File: src/inc/fsc_consts.vh
// Constants for the serial flash command and mode logic.
// Assumes inclusion by bare name from rtl files; definitions only.
`ifndef FSC_CONSTS_VH
`define FSC_CONSTS_VH

// ==========================================================
// Instruction codes
`define FSC_OP_PD_RELEASE   8'hAB
`define FSC_OP_PD_ENTER     8'hB9
`define FSC_OP_READ_SR1     8'h05
`define FSC_OP_READ_STATUS2 8'h35
`define FSC_OP_WRITE_SR     8'h01
`define FSC_OP_READ_TABLE   8'h5A
`define FSC_OP_QUAD_IO_READ 8'hEB
`define FSC_OP_QPI_ENTER    8'h38
`define FSC_OP_QPI_EXIT     8'hFF
`define FSC_OP_RST_ENABLE   8'h66
`define FSC_OP_RST          8'h99

// ==========================================================
// Mode byte handling
`define FSC_MODE_KEEP_NIB   4'hA
`define FSC_MODE_EXIT_BYTE  8'h00
`define FSC_LANES_ONES      4'hF
`define FSC_ONES_CLOCKS     4'h8

// ==========================================================
// Status field positions and reset values
`define FSC_BUSY_BIT        0
`define FSC_QUAD_EN_BIT     1
`define FSC_STATUS2_RST     8'h00

// ==========================================================
// Power-down recovery: (count + 1) * unit
`define FSC_PD_UNIT_NS      1000
`define FSC_PD_COUNT        2
`define FSC_PD_DELAY_NS     ((`FSC_PD_COUNT + 1) * `FSC_PD_UNIT_NS)

// ==========================================================
// Frame layout
`define FSC_ADDR_BYTES      2'h2
`define FSC_TABLE_DUMMY     4'h8
`define FSC_QUAD_DUMMY      4'h4
`define FSC_BYTE_BITS       4'h8

// ==========================================================
// Parameter table dwords, lowest address carries the low byte
`define FSC_DW14_IDX        6'h19
`define FSC_DW15_IDX        6'h1A
`define FSC_DW16_IDX        6'h1B
`define FSC_DW14            32'h5CD5_A2F7
`define FSC_DW15            32'hFFDD_F619
`define FSC_DW16            32'h80C0_30E8
`define FSC_TABLE_BLANK     8'hFF
`define FSC_ARRAY_BLANK     8'hFF

// ==========================================================
// Local register port map
`define FSC_REG_CTRL        2'h0
`define FSC_REG_STATUS2     2'h1
`define FSC_REG_STATE       2'h2

`endif

File: src/rtl/fsc_cmd_logic.v
// Command and mode logic of a serial NOR flash: power-down, status,
// quad enable, continuous quad read, four-wire command mode, table read.
// Assumes SPI pins are synchronous to i_clk and far slower than it.
`timescale 1ns/1ps
`include "fsc_consts.vh"

// Contract
// - Instruction ABh releases the device from deep power-down.
// - After release wait (2+1) x 1 us before the next operation.
// - Instruction 05h returns status one; bit 0 shows operation in progress.
// - Quad enable is bit 1 of status two, read by instruction 35h.
// - Instruction 01h with two bytes loads quad enable from second byte bit 1.
// - Quad enable high disables hold and write-protect pin functions.
// - Mode byte with upper nibble A keeps continuous quad read; needs quad enable.
// - Mode byte 00h ends continuous quad read after the current read.
// - All ones on four lanes for 8 clocks ends continuous quad read.
// - With quad enable set, 38h moves all later phases to four lanes.
// - FFh or reset sequence 66h then 99h leaves four-wire command mode.
// - Only 3-byte addresses; 4-byte addressing is not supported.
// - Table bytes 64h-67h return dword 5C_D5_A2_F7, low byte first.
// - Table bytes 68h-6Bh return dword FF_DD_F6_19, low byte first.
// - Table bytes 6Ch-6Fh return dword 80_C0_30_E8, low byte first.
// - Soft reset acts only when 66h is immediately followed by 99h.
// - Inputs sampled on rising clock edges, outputs change on falling edges.
module fsc_cmd_logic #(
   parameter CLK_NS = 25                      // System clock period in ns
) (
   input  wire       i_clk,                   // System clock
   input  wire       i_rstn,                  // Asynchronous reset, active low
   input  wire       i_sck,                   // Serial clock from host
   input  wire       i_cs_n,                  // Chip select, active low
   input  wire [3:0] i_lane_in,               // Sampled four_data_lanes
   output reg  [3:0] o_lane_out,              // Driven four_data_lanes
   output reg  [3:0] o_lane_oe_n,             // Lane output enable, low drives
   output reg        o_hold_en,               // Hold function active
   output reg        o_wp_en,                 // Write-protect function active
   input  wire [1:0] i_addr,                  // Register address
   input  wire [7:0] i_wdata,                 // Register write data
   input  wire       i_wr,                    // Register write strobe
   input  wire       i_rd,                    // Register read strobe
   output reg  [7:0] o_rdata                  // Register read data
);

   // ==========================================================
   // States and derived counts
   localparam [2:0] ST_CMD   = 3'd0;
   localparam [2:0] ST_ADDR  = 3'd1;
   localparam [2:0] ST_MODE  = 3'd2;
   localparam [2:0] ST_DUMMY = 3'd3;
   localparam [2:0] ST_OUT   = 3'd4;
   localparam [2:0] ST_WIN   = 3'd5;
   localparam [2:0] ST_SKIP  = 3'd6;

   localparam integer REC_CYC_I = (`FSC_PD_DELAY_NS + CLK_NS - 1) / CLK_NS;
   localparam [7:0]   REC_CYC   = REC_CYC_I[7:0];

   // Parameter table byte lookup
   function [7:0] fsc_table;
      input [23:0] addr;
      reg   [31:0] dw;
      begin
         dw = 32'h0000_0000;
         fsc_table = `FSC_TABLE_BLANK;
         if (addr[23:8] == 16'h0000) begin
            case (addr[7:2])
               `FSC_DW14_IDX: dw = `FSC_DW14;
               `FSC_DW15_IDX: dw = `FSC_DW15;
               `FSC_DW16_IDX: dw = `FSC_DW16;
               default:       dw = {4{`FSC_TABLE_BLANK}};
            endcase
            fsc_table = dw[{addr[1:0], 3'b000} +: 8];
         end
      end
   endfunction

   // ==========================================================
   // State registers
   reg        sck_q;
   reg        cs_n_q;
   reg [2:0]  st_q;
   reg [7:0]  shift_q;
   reg [3:0]  cnt_q;
   reg [3:0]  dcnt_q;
   reg [1:0]  bcnt_q;
   reg [7:0]  cmd_q;
   reg [23:0] addr_q;
   reg [7:0]  out_q;
   reg        quad_q;
   reg [7:0]  status2_q;
   reg        busy_q;
   reg        pd_q;
   reg [7:0]  rec_q;
   reg        qpi_q;
   reg        cont_q;
   reg        cont_keep_q;
   reg        mode_seen_q;
   reg        rst_en_q;
   reg [3:0]  ones_q;

   // ==========================================================
   // Edge detect and lane shifting
   wire       rise  = i_sck & ~sck_q & ~i_cs_n;
   wire       fall  = ~i_sck & sck_q & ~i_cs_n;
   wire       start = cs_n_q & ~i_cs_n;
   wire       stop  = ~cs_n_q & i_cs_n;
   wire       quad_en = status2_q[`FSC_QUAD_EN_BIT];
   wire       asleep = pd_q | (rec_q != 8'h00);

   reg [7:0]  shift_nx;
   reg [3:0]  cnt_nx;
   reg        byte_done;

   // Next shift value and bit count
   always @* begin
      if (quad_q) begin
         shift_nx = {shift_q[3:0], i_lane_in};
         cnt_nx   = cnt_q + 4'h4;
      end else begin
         shift_nx = {shift_q[6:0], i_lane_in[0]};
         cnt_nx   = cnt_q + 4'h1;
      end
      byte_done = rise & (cnt_nx == `FSC_BYTE_BITS);
   end

   // ==========================================================
   // Serial side: frames, decode and modes
   always @(posedge i_clk or negedge i_rstn) begin
      if (!i_rstn) begin
         sck_q       <= 1'b0;
         cs_n_q      <= 1'b1;
         st_q        <= ST_CMD;
         shift_q     <= 8'h00;
         cnt_q       <= 4'h0;
         dcnt_q      <= 4'h0;
         bcnt_q      <= 2'h0;
         cmd_q       <= 8'h00;
         addr_q      <= 24'h00_0000;
         out_q       <= 8'h00;
         quad_q      <= 1'b0;
         status2_q   <= `FSC_STATUS2_RST;
         pd_q        <= 1'b0;
         rec_q       <= 8'h00;
         qpi_q       <= 1'b0;
         cont_q      <= 1'b0;
         cont_keep_q <= 1'b0;
         mode_seen_q <= 1'b0;
         rst_en_q    <= 1'b0;
         ones_q      <= 4'h0;
         o_lane_out  <= 4'h0;
         o_lane_oe_n <= 4'hF;
      end else begin
         sck_q  <= i_sck;
         cs_n_q <= i_cs_n;
         // Recovery timer after release
         if (rec_q != 8'h00) begin
            rec_q <= rec_q - 8'h01;
         end
         if (start) begin
            cnt_q       <= 4'h0;
            bcnt_q      <= 2'h0;
            ones_q      <= 4'h0;
            mode_seen_q <= 1'b0;
            if (cont_q && !asleep) begin
               st_q   <= ST_ADDR;
               cmd_q  <= `FSC_OP_QUAD_IO_READ;
               quad_q <= 1'b1;
            end else begin
               st_q   <= ST_CMD;
               quad_q <= qpi_q;
            end
         end else if (stop) begin
            st_q        <= ST_CMD;
            o_lane_oe_n <= 4'hF;
            // Mode byte decision applies when the read ends
            if (cmd_q == `FSC_OP_QUAD_IO_READ && mode_seen_q) begin
               cont_q <= cont_keep_q;
            end
         end else if (rise) begin
            shift_q <= shift_nx;
            cnt_q   <= byte_done ? 4'h0 : cnt_nx;
            // Ones on all lanes for eight clocks leave continuous read
            if (cont_q && st_q != ST_OUT) begin
               if (i_lane_in == `FSC_LANES_ONES) begin
                  ones_q <= ones_q + 4'h1;
                  if (ones_q + 4'h1 == `FSC_ONES_CLOCKS) begin
                     cont_q <= 1'b0;
                     st_q   <= ST_SKIP;
                  end
               end else begin
                  ones_q <= 4'h0;
               end
            end
            case (st_q)
               ST_CMD: begin
                  if (byte_done) begin
                     st_q     <= ST_SKIP;
                     cmd_q    <= shift_nx;
                     rst_en_q <= 1'b0;
                     if (asleep) begin
                        // Only release is honoured while asleep
                        if (pd_q && shift_nx == `FSC_OP_PD_RELEASE) begin
                           pd_q  <= 1'b0;
                           rec_q <= REC_CYC;
                        end
                     end else begin
                        case (shift_nx)
                           `FSC_OP_READ_SR1: begin
                              st_q  <= ST_OUT;
                              out_q <= {7'h00, busy_q};
                           end
                           `FSC_OP_READ_STATUS2: begin
                              st_q  <= ST_OUT;
                              out_q <= status2_q;
                           end
                           `FSC_OP_WRITE_SR: st_q <= busy_q ? ST_SKIP : ST_WIN;
                           `FSC_OP_READ_TABLE: st_q <= ST_ADDR;
                           `FSC_OP_QUAD_IO_READ: begin
                              if (quad_en) begin
                                 st_q   <= ST_ADDR;
                                 quad_q <= 1'b1;
                              end
                           end
                           `FSC_OP_QPI_ENTER: begin
                              if (quad_en) begin
                                 qpi_q <= 1'b1;
                              end
                           end
                           `FSC_OP_QPI_EXIT: qpi_q <= 1'b0;
                           `FSC_OP_RST_ENABLE: rst_en_q <= 1'b1;
                           `FSC_OP_RST: begin
                              if (rst_en_q) begin
                                 qpi_q  <= 1'b0;
                                 cont_q <= 1'b0;
                              end
                           end
                           `FSC_OP_PD_ENTER: pd_q <= ~busy_q;
                           default: st_q <= ST_SKIP;
                        endcase
                     end
                  end
               end
               ST_ADDR: begin
                  if (byte_done) begin
                     addr_q <= {addr_q[15:0], shift_nx};
                     bcnt_q <= bcnt_q + 2'h1;
                     // Three address bytes only
                     if (bcnt_q == `FSC_ADDR_BYTES) begin
                        dcnt_q <= 4'h0;
                        if (cmd_q == `FSC_OP_QUAD_IO_READ) begin
                           st_q <= ST_MODE;
                        end else begin
                           st_q <= ST_DUMMY;
                        end
                     end
                  end
               end
               ST_MODE: begin
                  if (byte_done) begin
                     mode_seen_q <= 1'b1;
                     // Upper nibble A keeps the mode; 00h or anything else ends it
                     cont_keep_q <= (shift_nx[7:4] == `FSC_MODE_KEEP_NIB) && quad_en;
                     if (shift_nx == `FSC_MODE_EXIT_BYTE) begin
                        cont_keep_q <= 1'b0;
                     end
                     st_q <= ST_DUMMY;
                  end
               end
               ST_DUMMY: begin
                  dcnt_q <= dcnt_q + 4'h1;
                  cnt_q  <= 4'h0;
                  if (dcnt_q + 4'h1 == ((cmd_q == `FSC_OP_QUAD_IO_READ) ? `FSC_QUAD_DUMMY : `FSC_TABLE_DUMMY)) begin
                     st_q <= ST_OUT;
                     if (cmd_q == `FSC_OP_READ_TABLE) begin
                        out_q <= fsc_table(addr_q);
                     end else begin
                        out_q <= `FSC_ARRAY_BLANK;
                     end
                  end
               end
               ST_OUT: begin
                  // Reload next byte after the last bit went out
                  if (byte_done) begin
                     addr_q <= addr_q + 24'h00_0001;
                     if (cmd_q == `FSC_OP_READ_SR1) begin
                        out_q <= {7'h00, busy_q};
                     end else if (cmd_q == `FSC_OP_READ_STATUS2) begin
                        out_q <= status2_q;
                     end else if (cmd_q == `FSC_OP_READ_TABLE) begin
                        out_q <= fsc_table(addr_q + 24'h00_0001);
                     end else begin
                        out_q <= `FSC_ARRAY_BLANK;
                     end
                  end
               end
               ST_WIN: begin
                  if (byte_done) begin
                     bcnt_q <= bcnt_q + 2'h1;
                     // Second byte is status two, quad enable in bit 1
                     if (bcnt_q == 2'h1) begin
                        status2_q <= shift_nx;
                        st_q  <= ST_SKIP;
                     end
                  end
               end
               ST_SKIP: begin
                  cnt_q <= 4'h0;
               end
               default: begin
                  st_q <= ST_SKIP;
               end
            endcase
         end else if (fall && st_q == ST_OUT) begin
            // Present output bits on the falling edge
            if (quad_q) begin
               o_lane_out  <= out_q[7:4];
               o_lane_oe_n <= 4'h0;
               out_q       <= {out_q[3:0], 4'h0};
            end else begin
               o_lane_out  <= {2'b00, out_q[7], 1'b0};
               o_lane_oe_n <= 4'b1101;
               out_q       <= {out_q[6:0], 1'b0};
            end
         end
      end
   end

   // ==========================================================
   // Pin function gating by quad enable
   always @(posedge i_clk or negedge i_rstn) begin
      if (!i_rstn) begin
         o_hold_en <= 1'b1;
         o_wp_en   <= 1'b1;
      end else begin
         o_hold_en <= ~quad_en;
         o_wp_en   <= ~quad_en;
      end
   end

   // ==========================================================
   // Register port: busy control and state readback
   always @(posedge i_clk or negedge i_rstn) begin
      if (!i_rstn) begin
         busy_q  <= 1'b0;
         o_rdata <= 8'h00;
      end else begin
         if (i_wr && i_addr == `FSC_REG_CTRL) begin
            busy_q <= i_wdata[`FSC_BUSY_BIT];
         end
         if (i_rd) begin
            case (i_addr)
               `FSC_REG_CTRL:  o_rdata <= {7'h00, busy_q};
               `FSC_REG_STATUS2: o_rdata <= status2_q;
               `FSC_REG_STATE: o_rdata <= {4'h0, pd_q, rec_q != 8'h00, qpi_q, cont_q};
               default:        o_rdata <= 8'h00;
            endcase
         end else begin
            o_rdata <= 8'h00;
         end
      end
   end

endmodule

File: config.mk
export PLATFORM = sky130hd
export DESIGN_NAME = fsc_cmd_logic
export DESIGN_NICKNAME = d
export VERILOG_FILES = /design/src/rtl/fsc_cmd_logic.v
export VERILOG_INCLUDE_DIRS = /design/src /design/src/inc
export SDC_FILE = /design/constraint.sdc
export NUM_CORES = 1
export LEC_CHECK = 0
export BUFFER_PORTS_ARGS = -buffer_cell sky130_fd_sc_hd__buf_4
export CORE_MARGIN = 5
export CORE_UTILIZATION = 50
export DETAILED_ROUTE_END_ITERATION = 8
export PLACE_DENSITY = 0.74
export SLEW_MARGIN = 20
export SYNTH_ARGS = -nofsm -noshare
export SYNTH_HDL_FRONTEND = slang
export SYNTH_SLANG_ARGS = --single-unit
File: constraint.sdc
create_clock -name i_clk -period 6.54 [get_ports i_clk]
set_input_delay 0.654 -clock i_clk [delete_from_list [all_inputs] [get_ports i_clk]]
set_output_delay 0.654 -clock i_clk [all_outputs]
set_load 0.02 [all_outputs]
## Yosys cells after proc, flatten, opt, wreduce, memory -nomap -nowiden

Cells that the tools add are included.

- Register bits: 107
- Input port bits: 20
- Output and inout bits: 18
- Word-level logic and storage cells: 289

- Add/subtract/negate cells: 7
- Eq/ne operators: 54
- Shift-type cells: 2
- Multiplexer cells: 131
- Bitwise operators: 18
- Reductions and logical operators: 52

Operators with widths:

| kind | number |
|---|---|
| $mux W32 | 16 |
| $mux W8 | 29 |
| $pmux W32 S3 | 2 |
| $mux W4 | 19 |
| $shiftx A32 B6 Y8 | 2 |
| $eq A8 B8 Y1 const B | 6 |
| $mux W24 | 2 |
| $pmux W24 S2 | 1 |
| $pmux W8 S3 | 2 |
| $mux W3 | 15 |
| $eq A6 B5 Y1 const B | 6 |
| $mux W1 | 34 |
| $logic_not A16 Y1 | 2 |
| $reduce_bool A2 Y1 | 14 |
| $add A24 B1 Y24 const B | 1 |
| $eq A8 B6 Y1 const B | 3 |
| $eq A8 B7 Y1 const B | 3 |
| $pmux W3 S6 | 1 |
| $reduce_and A6 Y1 | 3 |
| $reduce_and A9 Y1 | 2 |
| $eq A4 B4 Y1 const B | 4 |
| $eq A8 B3 Y1 const B | 2 |
| $pmux W8 S2 | 1 |
| $ne A3 B3 Y1 const B | 5 |
| other kinds (35) | 89 |

## Depth between registers and ports, before layout

Gate-level depths: netlist of the first run.

- Word-level depth: 20
- Mapped depth: 10

## Worst setup path after synthesis of the first run

Ideal clock, no wire load.

- Path kind: register to register
- Start point: register addr_q[1]
- End point: register out_q[0]
- Library setup time: 0.142 ns
- Arrival: 2.470 ns
- Setup slack: 3.928 ns
- Stages on the path, launching flop included: 9
- Buffers on the path: 0
- Period minus slack after synthesis: 2.612 ns
- Cells stage by stage: dfrtp_1 ha_1 nand4_1 nor4_1 mux2i_1 nand4b_1 a2111o_1 nor4_1 o22ai_1

- Longest elaborated chain between the ends: 20
- Elaborated cells on any way between the ends: 27
- Classes of those cells: add/sub (1); eq/ne (3); shift (2); mux (20); reduce/logical (1)

Ends and longest elaborated chain:

| item | RTL line | RTL |
|---|---|---|
| start, declared | fsc_cmd_logic.v:86 | `reg [23:0] addr_q;` |
| start signal, assigned | fsc_cmd_logic.v:244 | `addr_q <= {addr_q[15:0], shift_nx};` |
| start signal, assigned | fsc_cmd_logic.v:283 | `addr_q <= addr_q + 24'h00_0001;` |
| $add A24 B1 Y24 | fsc_cmd_logic.v:289 | `out_q <= fsc_table(addr_q + 24'h00_0001);` |
| $eq A6 B5 Y1 | fsc_cmd_logic.v:65 | `case (addr[7:2])` |
| $pmux W32 S3 | fsc_cmd_logic.v:65 |  |
| $mux W32 | fsc_cmd_logic.v:64 | `if (addr[23:8] == 16'h0000) begin` |
| $mux W32 | fsc_cmd_logic.v:288 | `` end else if (cmd_q == `FSC_OP_READ_TABLE) begin `` |
| $mux W32 | fsc_cmd_logic.v:286 | `` end else if (cmd_q == `FSC_OP_READ_STATUS2) begin `` |
| $mux W32 | fsc_cmd_logic.v:284 | `` if (cmd_q == `FSC_OP_READ_SR1) begin `` |
| $mux W32 | fsc_cmd_logic.v:282 | `if (byte_done) begin` |
| [... 4 more ...] | n/a |  |
| $shiftx A32 B6 Y8 | fsc_cmd_logic.v:71 | `fsc_table = dw[{addr[1:0], 3'b000} +: 8];` |
| $mux W8 | fsc_cmd_logic.v:64 |  |
| $mux W8 | fsc_cmd_logic.v:288 |  |
| $mux W8 | fsc_cmd_logic.v:286 |  |
| $mux W8 | fsc_cmd_logic.v:284 |  |
| $mux W8 | fsc_cmd_logic.v:282 |  |
| $pmux W8 S3 (*) | fsc_cmd_logic.v:193 | `case (st_q)` |
| $mux W8 (*) | fsc_cmd_logic.v:178 | `end else if (rise) begin` |
| end signal, assigned | fsc_cmd_logic.v:285 | `out_q <= {7'h00, busy_q};` |
| end signal, assigned | fsc_cmd_logic.v:287 | `out_q <= status2_q;` |
| end signal, assigned | fsc_cmd_logic.v:289 |  |
| end, declared | fsc_cmd_logic.v:87 | `reg [7:0] out_q;` |

Every way passes the cells marked *; elsewhere a longest branch is shown, timed or not. The select of a mux whose other input is x is not followed.
A chain may end at the register's enable or synchronous reset.

## Worst setup path in the final report of the first run

- Start point: register addr_q[0]
- End point: register out_q[3]

The elaborated chain is that of the path after synthesis.

==> results of run 1 <==
-- critical path, cell delays in order (launching register included) --
cell,delay [ns]
dfrtp_1,0.77
ha_1,0.57
nand4_1,0.36
nor4_1,0.63
mux2i_1,0.26
nand4b_1,0.11
a2111o_1,0.57
a2111oi_2,0.48
o21ai_1,0.13
-- Yosys cell counts, types with 9 or more instances --
library cell    n
mux2_2         16
clkbuf_1       39
and3_1         10
inv_1          24
xnor2_1        13
nand2_1        80
nor2b_1        14
dfrtp_1       101
o211ai_1       10
o21ai_0        64
o22ai_1        16
buf_2          10
a21oi_1        79
nor3_1         30
nor2_1         99
ha_1           10
nor4_1         13
o21ai_1        13
xor2_1          9
nand3_1        27
a31oi_1        11
mux2i_1        23
-- worst paths after layout --
| kind | start | to | slack [ns] | cells after the start |
|---|---|---|---|---|
| worst max-delay path | addr_q[0]$_DFFE_PN0P_ | out_q[3]$_DFFE_PN0P_ | 2.53 | 8 |
| worst min-delay path | i_rstn | ones_q[0]$_DFFE_PN0P_ | 0.31 | 1 |
| worst max register to register | addr_q[0]$_DFFE_PN0P_ | out_q[3]$_DFFE_PN0P_ | 2.53 | 8 |
| worst min register to register | o_lane_oe_n[1]$_DFFE_PN1P_ | o_lane_oe_n[1]$_DFFE_PN1P_ | 0.48 | 2 |
| max in group asynchronous | i_rstn | out_q[2]$_DFFE_PN0P_ | 5.07 | 2 |
| min in group i_clk | i_cs_n | cs_n_q$_DFF_PN1_ | 0.44 | 1 |
-- routing by layer --
layer / global-route usage (%) / up-vias / wire, µm
li1: - / 3212 / -
met1: 31.4 / 3136 / 8490
met2: 37.4 / 263 / 8960
met3: 4.22 / 44 / 1200
met4: 7.27 / 0 / 477
met5: 0 / - / 0
-- layout make-up --
class                           count  area (µm²)  area share [%]
Clock buffer                       10         229            2.96
Inverter                           26        97.6            1.26
Tap cell                          180         225            2.91
Multi-Input combinational cell    686        4230            54.6
Clock inverter                      6        48.8           0.630
Sequential cell                   105        2630            34.0
Timing Repair Buffer               38         285            3.68
-- cell usage in the layout, fill, tap and decap left out, types with 9 or more instances in the layout --
cell / n
dfrtp_1: 101
nor2_1: 99
nand2_1: 80
a21oi_1: 79
o21ai_0: 64
buf_4: 38
nor3_1: 30
nand3_1: 27
inv_1: 24
mux2i_1: 23
o22ai_1: 16
mux2_2: 16
nor2b_1: 14
nor4_1: 13
xnor2_1: 13
o21ai_1: 13
a31oi_1: 11
and3_1: 10
o211ai_1: 10
ha_1: 10
xor2_1: 9
clkbuf_16: 9
-- logic make-up (layout without fill, tap and decap cells) --
family                     Yosys count  in the layout  synth area share (%)
and+or+nand+nor                    335            335                  23.6
DFF                                105            105                  36.6
xor gates and xnor gates            22             22                  2.68
adders and majority gates           10             10                  1.74
AOI/OAI and AO/OA                  280            280                  24.8
buffers and inverters               85             80                  4.92
muxes                               39             39                  5.70
-- registers in the layout, summed over array words and instances, names as in the netlist, 2 cells and up --
signal       cells
out_q            8
addr_q          24
ones_q           4
cnt_q            4
o_lane_out       4
dcnt_q           4
status2_q        8
st_q             3
shift_q          7
o_rdata          8
bcnt_q           2
rec_q            8
o_lane_oe_n      2
cmd_q            8
-- per-stage QoR --
step	area (µm²)	utilization, %
floorplan	7200	-
global route	7750	55.4
CTS	7740	55.3
finish	7750	55.4
detailed placement	7460	53.4
global placement	7460	53.4
-- report_power, final --
part	internal, mW	switching (mW)
Combinational	0.125	0.209
Sequential	0.705	0.0813
Clock	0.264	0.261
Total	1.09	0.552
==> reports/summary.txt, run 1 <==
===============================================================================================
Run status                                                                         finished, final reports clean
Setup TNS                                                                                  0 ns
Number of cells produced by synthesis                                                       876
Crit Path Category                                                                      reg2reg
CTS tree                                                                                  built
Cell Count Post-Placement                                                                  1035
Post-synth top area cell                                                                dfrtp_1
Final estimated routing congestion in global placement                                    0.934
Inserted Clock Buffers                                                                        9
Total routing resource utilization after global routing                                   23.0%
Die height                                                                               130 µm
Number of max-capacitance violations reported                                                 0
Setup clock skew after layout                                                        0.00967 ns
Cell variety after synth                                                                     82
Worst slew margin relative to its limit                                                   30.3%
Buffer cell driving the clock tree root                                               clkbuf_16
Placement-stage worst setup slack                                                       2.66 ns
Clock network latency to the later pin of the worst-skew pair                           0.36 ns
Initial antenna violation count                                                               0
Maximum ir drop on the vdd rail                                                          143 µV
Overflow left after global routing                                                            0
Max Slew Vio Count                                                                            0
Final critical-path required period                                                     4.01 ns
Transition time at the pin with the least slew margin                                   1.02 ns
Power per cell area                                                                  212 mW/mm²
Net count of the finished layout                                                            896
Number of I/O pins                                                                           38
Vias per std cell                                                                          6.33
Unrepaired setup endpoints after global routing                                              no
Number of fill cells in the layout                                                         1317
Critical path peak fanout                                                                    20
DRC violations left                                                                           0
Mapped Area                                                                         0.00720 mm²
N_diodes                                                                                      0
Hold violation count in the final report                                                      0
Pin count of the biggest net entering global routing                                         57
Starting density of the core                                                              51.5%
Filler-free cell count of the finished design                                              1051
Total Power                                                                             1.65 mW
Final WL                                                                               19100 µm
Antenna-violating nets left                                                                   0
DP HPWL                                                                                13400 µm
Startpoint class of the critical path                                                      flop
Number of warnings issued by yosys                                                            0
Number of rows created at floorplan                                                          43
Proportion of synthesized chip area in sequential cells                                   36.6%
Vias in the first global route                                                             6078
Cell leakage power                                                                      3.19 nW
Arrival time of the worst setup path                                                    4.24 ns
Synth area leaders                                                                 dfrtp_1 35%, a21oi_1 5.5%, nor2_1 5.2%
Vias after detailed routing                                                                6655
Type of the tightest min-delay check                                                   in2async
Share of the clock period used by the worst path after layout                             61.3%
Hold-fix buffer count after cts                                                               0
First-pass DRT Iterations                                                                     6
Achievable frequency                                                                    249 MHz
Synth Area per Inst                                                                    8.22 µm²
Clk sinks                                                                                   105
Number of enable-type register cells in the synthesized netlist                               0
Overall die area                                                                     0.0169 mm²
Maximum root-to-sink buffer count                                                             2
Quantity of I/O buffers inserted on ports                                                    30
Die extent in x                                                                          130 µm
Post-synthesis register bit count                                                           105
Setup Buffers After CTS                                                                       0
CORE AREA                                                                            0.0140 mm²
Worst slack on hold paths                                                              0.314 ns
Share of the synthesized area in the top cell type                                        35.1%
Worst setup slack after layout                                                          2.53 ns
Number of violations reported at the end of detailed-routing iteration 0                    705
Share of layout cells above drive strength 1                                              10.7%
Kind of capture point of the worst setup path                                              flop
Fraction of registers with async set or reset after synthesis                              100%
Area growth syn-to-layout                                                                 7.61%
Clock input transition at the sequential cells of the worst setup and hold paths        0.08 ns
Nets in the synthesized netlist                                                             906
H-Tree Depth                                                                                  3
Per-cell routed wire length                                                             18.2 µm
Post-cts repair resize count                                                                  0
CP required                                                                             6.77 ns
Synth Flop Type                                                                         dfrtp_1
First-pass GRT wire length                                                             31300 µm
Setup violators final                                                                         0
===============================================================================================
Note: power is estimated with default switching activity, not from simulation.
==> run 2: changes to the inputs <==
==> constraint.sdc (replaced) <==
create_clock -name i_clk -period 3.8 [get_ports i_clk]
set_input_delay 0.38 -clock i_clk [delete_from_list [all_inputs] [get_ports i_clk]]
set_output_delay 0.38 -clock i_clk [all_outputs]
set_load 0.02 [all_outputs]
==> run 2 against run 1 <==
Against the previous run:
- die area unchanged
- maximum frequency increased by 32%
- sequential power up 73%
- cell count grew 1.4%
- via count is 1.3% higher
- worst setup slack got worse by 1.8 ns
- clock-buffer cell count stayed put
- sequential cell count stayed put
- largest cell class unchanged
==> reports/summary.txt, run 2 (synthesis results as in run 1) <==
===============================================================================================
Run status                                                                         finished, final reports clean
Vias in the first global route                                                             6307   +3.8%
Achievable frequency                                                                    329 MHz   +32%
Share of layout cells above drive strength 1                                              12.2%   +1.5 points
Setup violators final                                                                         0   unchanged
Arrival time of the worst setup path                                                    3.28 ns   -0.96 ns
Crit Path Category                                                                      reg2reg
Share of total power in the clock network                                                 33.9%   +2.0 points
Number of flip-flops in the largest register                                                 24   unchanged
Setup Buffers After CTS                                                                       0   unchanged
Most frequent cells in the layout                                                  101 x dfrtp_1, 99 x nor2_1, 80 x nand2_1
Clock network latency to the later pin of the worst-skew pair                           0.36 ns   about the same
Starting density of the core                                                              51.5%   unchanged
Startpoint class of the critical path                                                      flop
Setup clock skew after layout                                                        0.00955 ns   -0.000125 ns
Met3 track utilization from global routing                                                4.30%   +0.082 points
Vias after detailed routing                                                                6744   +1.3%
Transition time at the pin with the least slew margin                                  0.967 ns   -0.0494 ns
Overflow left after global routing                                                            0   unchanged
Cell leakage power                                                                      3.27 nW   +2.4%
Power per cell area                                                                  370 mW/mm²   +74%
Max Slew Vio Count                                                                            0   unchanged
Die extent in x                                                                          130 µm   unchanged
Net count of the finished layout                                                            911   +1.7%
Kind of capture point of the worst setup path                                              flop
Final WL                                                                               19000 µm   -0.63%
Number of max-capacitance violations reported                                                 0   unchanged
Number of rows created at floorplan                                                          43   unchanged
Inserted Clock Buffers                                                                        9   unchanged
DP HPWL                                                                                13600 µm   +1.5%
Pin count of the biggest net entering global routing                                         50   -12%
CTS tree                                                                                  built
Placement-stage cell area                                                           0.00758 mm²   +1.5%
Number of fill cells in the layout                                                         1281   -2.7%
CORE AREA                                                                            0.0140 mm²   unchanged
First-pass DRT Iterations                                                                     5   -1
Number of I/O pins                                                                           38   unchanged
Buffer cell driving the clock tree root                                               clkbuf_16
Maximum ir drop on the vdd rail                                                          255 µV   +79%
Hold violation count in the final report                                                      0   unchanged
Total internal power                                                                    1.97 mW   +80%
Quantity of I/O buffers inserted on ports                                                    30   unchanged
Share of total power consumed by net switching                                            32.5%   -1.0 points
Leading cell type in the layout, fill and taps excluded                                 dfrtp_1
N_diodes                                                                                      0   unchanged
Filler-free cell count of the finished design                                              1066   +1.4%
Post-cts repair resize count                                                                  0   unchanged
Final critical-path required period                                                     3.04 ns   -0.969 ns
Final estimated routing congestion in global placement                                    0.969   +3.7%
Clk sinks                                                                                   105   unchanged
Area used by multi-input combinational logic                                        0.00422 mm²   -0.15%
Per-cell routed wire length                                                             17.8 µm   -2.0%
Post-layout util                                                                          56.4%   +0.98 points
Number of violations reported at the end of detailed-routing iteration 0                    523   -26%
CP required                                                                             4.04 ns   -2.73 ns
Logic gate share of total power                                                           19.5%   -0.8 points
Initial antenna violation count                                                               0   unchanged
Total Power                                                                             2.92 mW   +77%
Net switching power of the design                                                        948 µW   +72%
Final Instance Area                                                                 0.00788 mm²   +1.8%
GR Util met1                                                                              33.3%   +1.9 points
Setup TNS                                                                                  0 ns   unchanged
Vias per std cell                                                                          6.33   about the same
DRC violations left                                                                           0   unchanged
First-pass GRT wire length                                                             32100 µm   +2.5%
Total routing resource utilization after global routing                                   23.6%   +0.52 points
Most used routing layer                                                                    met2
Type of the tightest min-delay check                                                   in2async
H-Tree Depth                                                                                  3   unchanged
Maximum root-to-sink buffer count                                                             2   unchanged
Critical path peak fanout                                                                    15   -25%
Area used by sequential logic in the layout                                         0.00263 mm²   unchanged
Register ranked first by flip-flop count                                                 addr_q
Antenna-violating nets left                                                                   0   unchanged
Unrepaired setup endpoints after global routing                                              no
Share of power burned in registers                                                        46.6%   -1.2 points
Share of the clock period used by the worst path after layout                             80.1%   +19 points
Worst slew margin relative to its limit                                                   35.2%   +4.9 points
Met2 global-route usage                                                                   37.6%   +0.21 points
Area growth syn-to-layout                                                                 9.51%
Clock input transition at the sequential cells of the worst setup and hold paths        0.08 ns   about the same
Hold-fix buffer count after cts                                                               0   unchanged
Overall die area                                                                     0.0169 mm²   unchanged
Die height                                                                               130 µm   unchanged
Cell Count Post-Placement                                                                  1050   +1.4%
===============================================================================================
run 2: cell count changes in the layout (fill, tap and decap cells not counted):
| cell | previous run | this run |
|---|---|---|
| inv_6 | 2 | 3 |
| nor3b_2 | 1 | 2 |
| inv_8 | 1 | 2 |
| buf_4 | 38 | 53 |
| clkinv_2 | 1 | 0 |
| nor3b_4 | 1 | 0 |
| bufinv_16 | 0 | 1 |
| clkinvlp_4 | 2 | 0 |
run 2: critical path, stage by stage, from the launching register on:
cell,delay [ns]
dfrtp_1,0.57
buf_4,0.27
nor4b_1,0.42
o21a_1,0.29
o2111ai_1,0.15
a21oi_1,0.80
mux2_2,0.41
run 2: power by group through the flow:
| stage | sequential (mW) | combinational [mW] | clock, mW |
|---|---|---|---|
| 2_1_floorplan | 1.31 | 0.421 | 0 |
| 3_3_place_gp | 1.37 | 0.545 | 0 |
| 3_5_place_dp | 1.38 | 0.558 | 0 |
| 4_1_cts | 1.35 | 0.560 | 1.00 |
| 5_1_grt | 1.38 | 0.628 | 1.05 |
| 6_report | 1.36 | 0.569 | 0.988 |
run 2: per-layer routing:
metal  vias up  wire length [µm]
li1       3239                 -
met1      3229              8630
met2       238              8780
met3        38              1220
met4         0               381
met5         -                 0
run 2: metrics by stage:
step / hold slack (ns) / worst slack (ns)
after floorplan: 0.0844 / 1.19
after global placement: 0.436 / 0.826
after detailed placement: 0.441 / 0.826
after CTS: 0.0528 / 0.802
after global routing: 0.0792 / 0.497
final: 0.0221 / 0.757
run 2: final timing paths:
| kind | from | endpoint | slack (ns) | cells after the start |
|---|---|---|---|---|
| min in group i_clk | i_sck | sck_q$_DFF_PN0_ | 0.16 | 1 |
| max in group asynchronous | i_rstn | addr_q[5]$_DFFE_PN0P_ | 2.90 | 2 |
| max | quad_q$_DFFE_PN0P_ | cmd_q[2]$_DFFE_PN0P_ | 0.76 | 6 |
| max reg2reg | quad_q$_DFFE_PN0P_ | cmd_q[2]$_DFFE_PN0P_ | 0.76 | 6 |
| min | i_rstn | ones_q[0]$_DFFE_PN0P_ | 0.02 | 1 |
| min reg2reg | o_lane_out[3]$_DFFE_PN0P_ | o_lane_out[3]$_DFFE_PN0P_ | 0.49 | 2 |
run 2: area by class of cell:
type | instances | share of cell area (%)
Multi-Input combinational cell | 686 | 53.6
Sequential cell | 105 | 33.4
Timing Repair Buffer | 53 | 5.05
Clock buffer | 10 | 2.90
Tap cell | 180 | 2.86
Inverter | 26 | 1.24
Clock inverter | 6 | 1.00
==> run 3: changes to the inputs <==
--- a/config.mk
+++ b/config.mk
@@ -6,11 +6,12 @@
 export SDC_FILE = /design/constraint.sdc
 export NUM_CORES = 1
 export LEC_CHECK = 0
+export ABC_AREA = 1
 export BUFFER_PORTS_ARGS = -buffer_cell sky130_fd_sc_hd__buf_4
 export CORE_MARGIN = 5
 export CORE_UTILIZATION = 50
 export DETAILED_ROUTE_END_ITERATION = 8
-export PLACE_DENSITY = 0.74
+export PLACE_DENSITY = 0.77
 export SLEW_MARGIN = 20
 export SYNTH_ARGS = -nofsm -noshare
 export SYNTH_HDL_FRONTEND = slang
==> constraint.sdc (replaced) <==
create_clock -name i_clk -period 2.5 [get_ports i_clk]
set_input_delay 0.25 -clock i_clk [delete_from_list [all_inputs] [get_ports i_clk]]
set_output_delay 0.25 -clock i_clk [all_outputs]
set_load 0.02 [all_outputs]
==> run 3 against run 2 <==
Against the previous run:
- synthesized cell count up 22%
- combinational power up 93%
- routed wire length up 3.7%
- first-iteration DRC count up 37%
- register-to-register slack worse by 0.56 ns
- die area up 0.32%
- critical endpoint is now out_q[1]$_DFFE_PN0P_
- clock power up 38%
==> reports/summary.txt, run 3 <==
===============================================================================================
Delay contributed by the slowest stage of the critical path                             0.49 ns   -0.31 ns
Total internal power                                                                    2.93 mW   +49%
Run status                                                                         finished, final reports clean
DRC violations left                                                                           0   unchanged
Share of total power consumed by net switching                                            34.7%   +2.2 points
Net count of the finished layout                                                           1144   +26%
Inserted Clock Buffers                                                                        9   unchanged
Crit Path Category                                                                      reg2reg
Starting density of the core                                                              50.3%   -1.2 points
CTS tree                                                                                  built
Type of the tightest min-delay check                                                     in2reg
Antenna-violating nets left                                                                   0   unchanged
Area used by sequential logic in the layout                                         0.00264 mm²   +0.14%
Share of the clock period used by the worst path after layout                             92.0%   +12 points
Clock input transition at the sequential cells of the worst setup and hold paths        0.07 ns   about the same
Synth Flop Type                                                                         dfrtp_1
Final estimated routing congestion in global placement                                    0.927   -4.3%
Most frequent cell on the critical path                                                 nand2_1
Pin count of the biggest net entering global routing                                         43   -14%
Kind of capture point of the worst setup path                                              flop
Logic gate share of total power                                                           24.4%   +4.9 points
Number of rows created at floorplan                                                          44   +2.3%
Maximum ir drop on the vdd rail                                                          554 µV   +120%
Final WL                                                                               19700 µm   +3.7%
First-pass GRT wire length                                                             32900 µm   +2.6%
Critical path peak fanout                                                                    16   +1
Number of fill cells in the layout                                                         1382   +7.9%
Transition time at the pin with the least slew margin                                  0.606 ns   -0.361 ns
Filler-free cell count of the finished design                                              1303   +22%
Setup TNS                                                                                  0 ns   unchanged
Share of power burned in registers                                                        45.3%   -1.3 points
N_diodes                                                                                      0   unchanged
CP required                                                                             2.81 ns   -1.23 ns
Most frequent cells in the layout                                                  289 x nand2_1, 127 x inv_1, 115 x nor2_1
Setup violators final                                                                         0   unchanged
Power per cell area                                                                  552 mW/mm²   +49%
Maximum root-to-sink buffer count                                                             2   unchanged
Area used by multi-input combinational logic                                        0.00392 mm²   -7.1%
Max Slew Vio Count                                                                            0   unchanged
Nets in the synthesized netlist                                                            1096   +21%
Cell Count Post-Placement                                                                  1281   +22%
Synth area leaders                                                                 dfrtp_1 35%, nand2_1 15%, o21ai_0 7.3%
Arrival time of the worst setup path                                                    2.61 ns   -0.67 ns
Initial antenna violation count                                                               0   unchanged
Clk sinks                                                                                   105   unchanged
Vias after detailed routing                                                                7190   +6.6%
Number of cells produced by synthesis                                                      1066   +22%
Number of enable-type register cells in the synthesized netlist                               0   unchanged
Worst path slowest cell                                                                 dfrtp_2
First-pass DRT Iterations                                                                     5   unchanged
CORE AREA                                                                            0.0144 mm²   +2.7%
Final critical-path required period                                                     2.30 ns   -0.742 ns
Register ranked first by flip-flop count                                                 addr_q
Most numerous cell in the Yosys netlist                                                 nand2_1
Setup clock skew after layout                                                        0.00992 ns   +0.000377 ns
Net switching power of the design                                                       1.56 mW   +64%
Number of I/O pins                                                                           38   unchanged
Commonest cells in the synthesized netlist                                         289 x nand2_1, 127 x inv_1, 116 x nor2_1
Overflow left after global routing                                                            0   unchanged
Post-layout util                                                                          56.6%   +0.27 points
Hold violation count in the final report                                                      0   unchanged
DP HPWL                                                                                14800 µm   +8.5%
Number of warnings issued by yosys                                                            0   unchanged
Number of flip-flops in the largest register                                                 24   unchanged
Proportion of synthesized chip area in sequential cells                                   36.4%   -0.13 points
Cell variety after synth                                                                     54   -34%
Post-synth top area cell                                                                dfrtp_1
Worst slew margin relative to its limit                                                   59.6%   +24 points
Share of total power in the clock network                                                 30.2%   -3.7 points
Overall die area                                                                     0.0170 mm²   +0.32%
Post-synthesis register bit count                                                           105   unchanged
Share of layout cells above drive strength 1                                              12.5%   +0.32 points
Number of max-capacitance violations reported                                                 0   unchanged
Total routing resource utilization after global routing                                   24.1%   +0.59 points
Per-cell routed wire length                                                             15.1 µm   -15%
Worst-path cell chain                                                              buf_12 > nand2_1 > o21ai_1 > inv_1 > nand2_2 > nor2_2 > o21ai_2 > o21ai_2 > nand4_1 > a21oi_1 > nand2_1 > nand2_1
Area growth syn-to-layout                                                                 12.6%
Quantity of I/O buffers inserted on ports                                                    30   unchanged
Clock network latency to the later pin of the worst-skew pair                           0.36 ns   about the same
Leading cell type in the layout, fill and taps excluded                                 nand2_1
Startpoint class of the critical path                                                      flop
H-Tree Depth                                                                                  3   unchanged
Mapped Area                                                                         0.00722 mm²   +0.35%
Vias in the first global route                                                             6727   +6.7%
Vias per std cell                                                                          5.52   -13%
Fraction of registers with async set or reset after synthesis                              100%   unchanged
Number of violations reported at the end of detailed-routing iteration 0                    717   +37%
Buffer cell driving the clock tree root                                               clkbuf_16
Synth Area per Inst                                                                    6.78 µm²   -18%
Cell leakage power                                                                      3.84 nW   +18%
Share of the synthesized area in the top cell type                                        35.0%   -0.12 points
Achievable frequency                                                                    435 MHz   +32%
Die extent in x                                                                          130 µm   +0.16%
Die height                                                                               130 µm   +0.16%
===============================================================================================
## run 3: power groups by stage
stage	clock, mW	sequential, mW	combinational, mW
final	1.36	2.04	1.10
after global routing	1.46	2.06	1.24
after CTS	1.39	2.03	1.08
after detailed placement	0	2.06	1.07
after global placement	0	2.06	1.05
after floorplan	0	2.03	0.765
## run 3: kinds of logic after synthesis
family	share of synthesized area (%)
flip-flops	36.4
adder cells (fa/ha/maj)	1.73
buffers and inverters	9.65
AO/OA/AOI/OAI	17.0
XOR/XNOR	1.56
AND/OR/NAND/NOR	33.6
## run 3: per-layer routing
metal	up-vias	share of wire (%)	GRT usage (%)
met5	-	0	0
met4	0	1.5	7.09
met3	34	6.3	4.67
met2	230	46	37.8
met1	3350	47	34.1
li1	3576	-	-
## run 3: per-stage QoR
stage	setup slack (ns)	total power, mW	area, µm²	hold slack, ns
after floorplan	0.279	2.79	7220	-0.0456
after global placement	0.119	3.11	7770	0.289
after detailed placement	0.0784	3.13	7770	0.292
after CTS	0.0709	4.50	8060	0.0116
after global routing	-0.000980	4.76	8140	0.0132
final	0.199	4.49	8140	0.0212
## run 3: path summary, 6_finish.rpt
| path | cells after the start | end | startpoint | slack [ns] |
|---|---|---|---|---|
| setup reg to reg | 12 | out_q[1]$_DFFE_PN0P_ | quad_q$_DFFE_PN0P_ | 0.20 |
| setup / recovery | 12 | out_q[1]$_DFFE_PN0P_ | quad_q$_DFFE_PN0P_ | 0.20 |
| hold reg to reg | 2 | o_lane_oe_n[1]$_DFFE_PN1P_ | o_lane_oe_n[1]$_DFFE_PN1P_ | 0.47 |
| hold / removal | 1 | cs_n_q$_DFF_PN1_ | i_cs_n | 0.02 |
| max in group asynchronous | 3 | cs_n_q$_DFF_PN1_ | i_rstn | 1.26 |
| min in group asynchronous | 2 | addr_q[12]$_DFFE_PN0P_ | i_rstn | 0.44 |
## run 3: area by class of cell
class / count / share of cell area (%)
multi-input combinational: 793 / 48.2
sequential: 105 / 32.4
timing repair buffer: 70 / 6.98
inverter: 135 / 6.23
tap: 184 / 2.83
clock buffer: 10 / 2.81
clock inverter: 6 / 0.538
## run 3: critical path: cells and delay by family, from the launching register on
kind / cells / cell delay [ns]
DFF: 1 / 0.49
AOI/OAI and AO/OA: 4 / 0.60
and+or+nand+nor: 6 / 0.78
buffers and inverters: 2 / 0.35
## run 3: repair_timing
| action | CTS | global route |
|---|---|---|
| endpoints found under the setup margin | 0 | 22 |
| endpoints found under the hold margin | 41 | 0 |
| hold buffers | 2 | 0 |
| setup buffers | 0 | 4 |
| resized for setup | 0 | 10 |
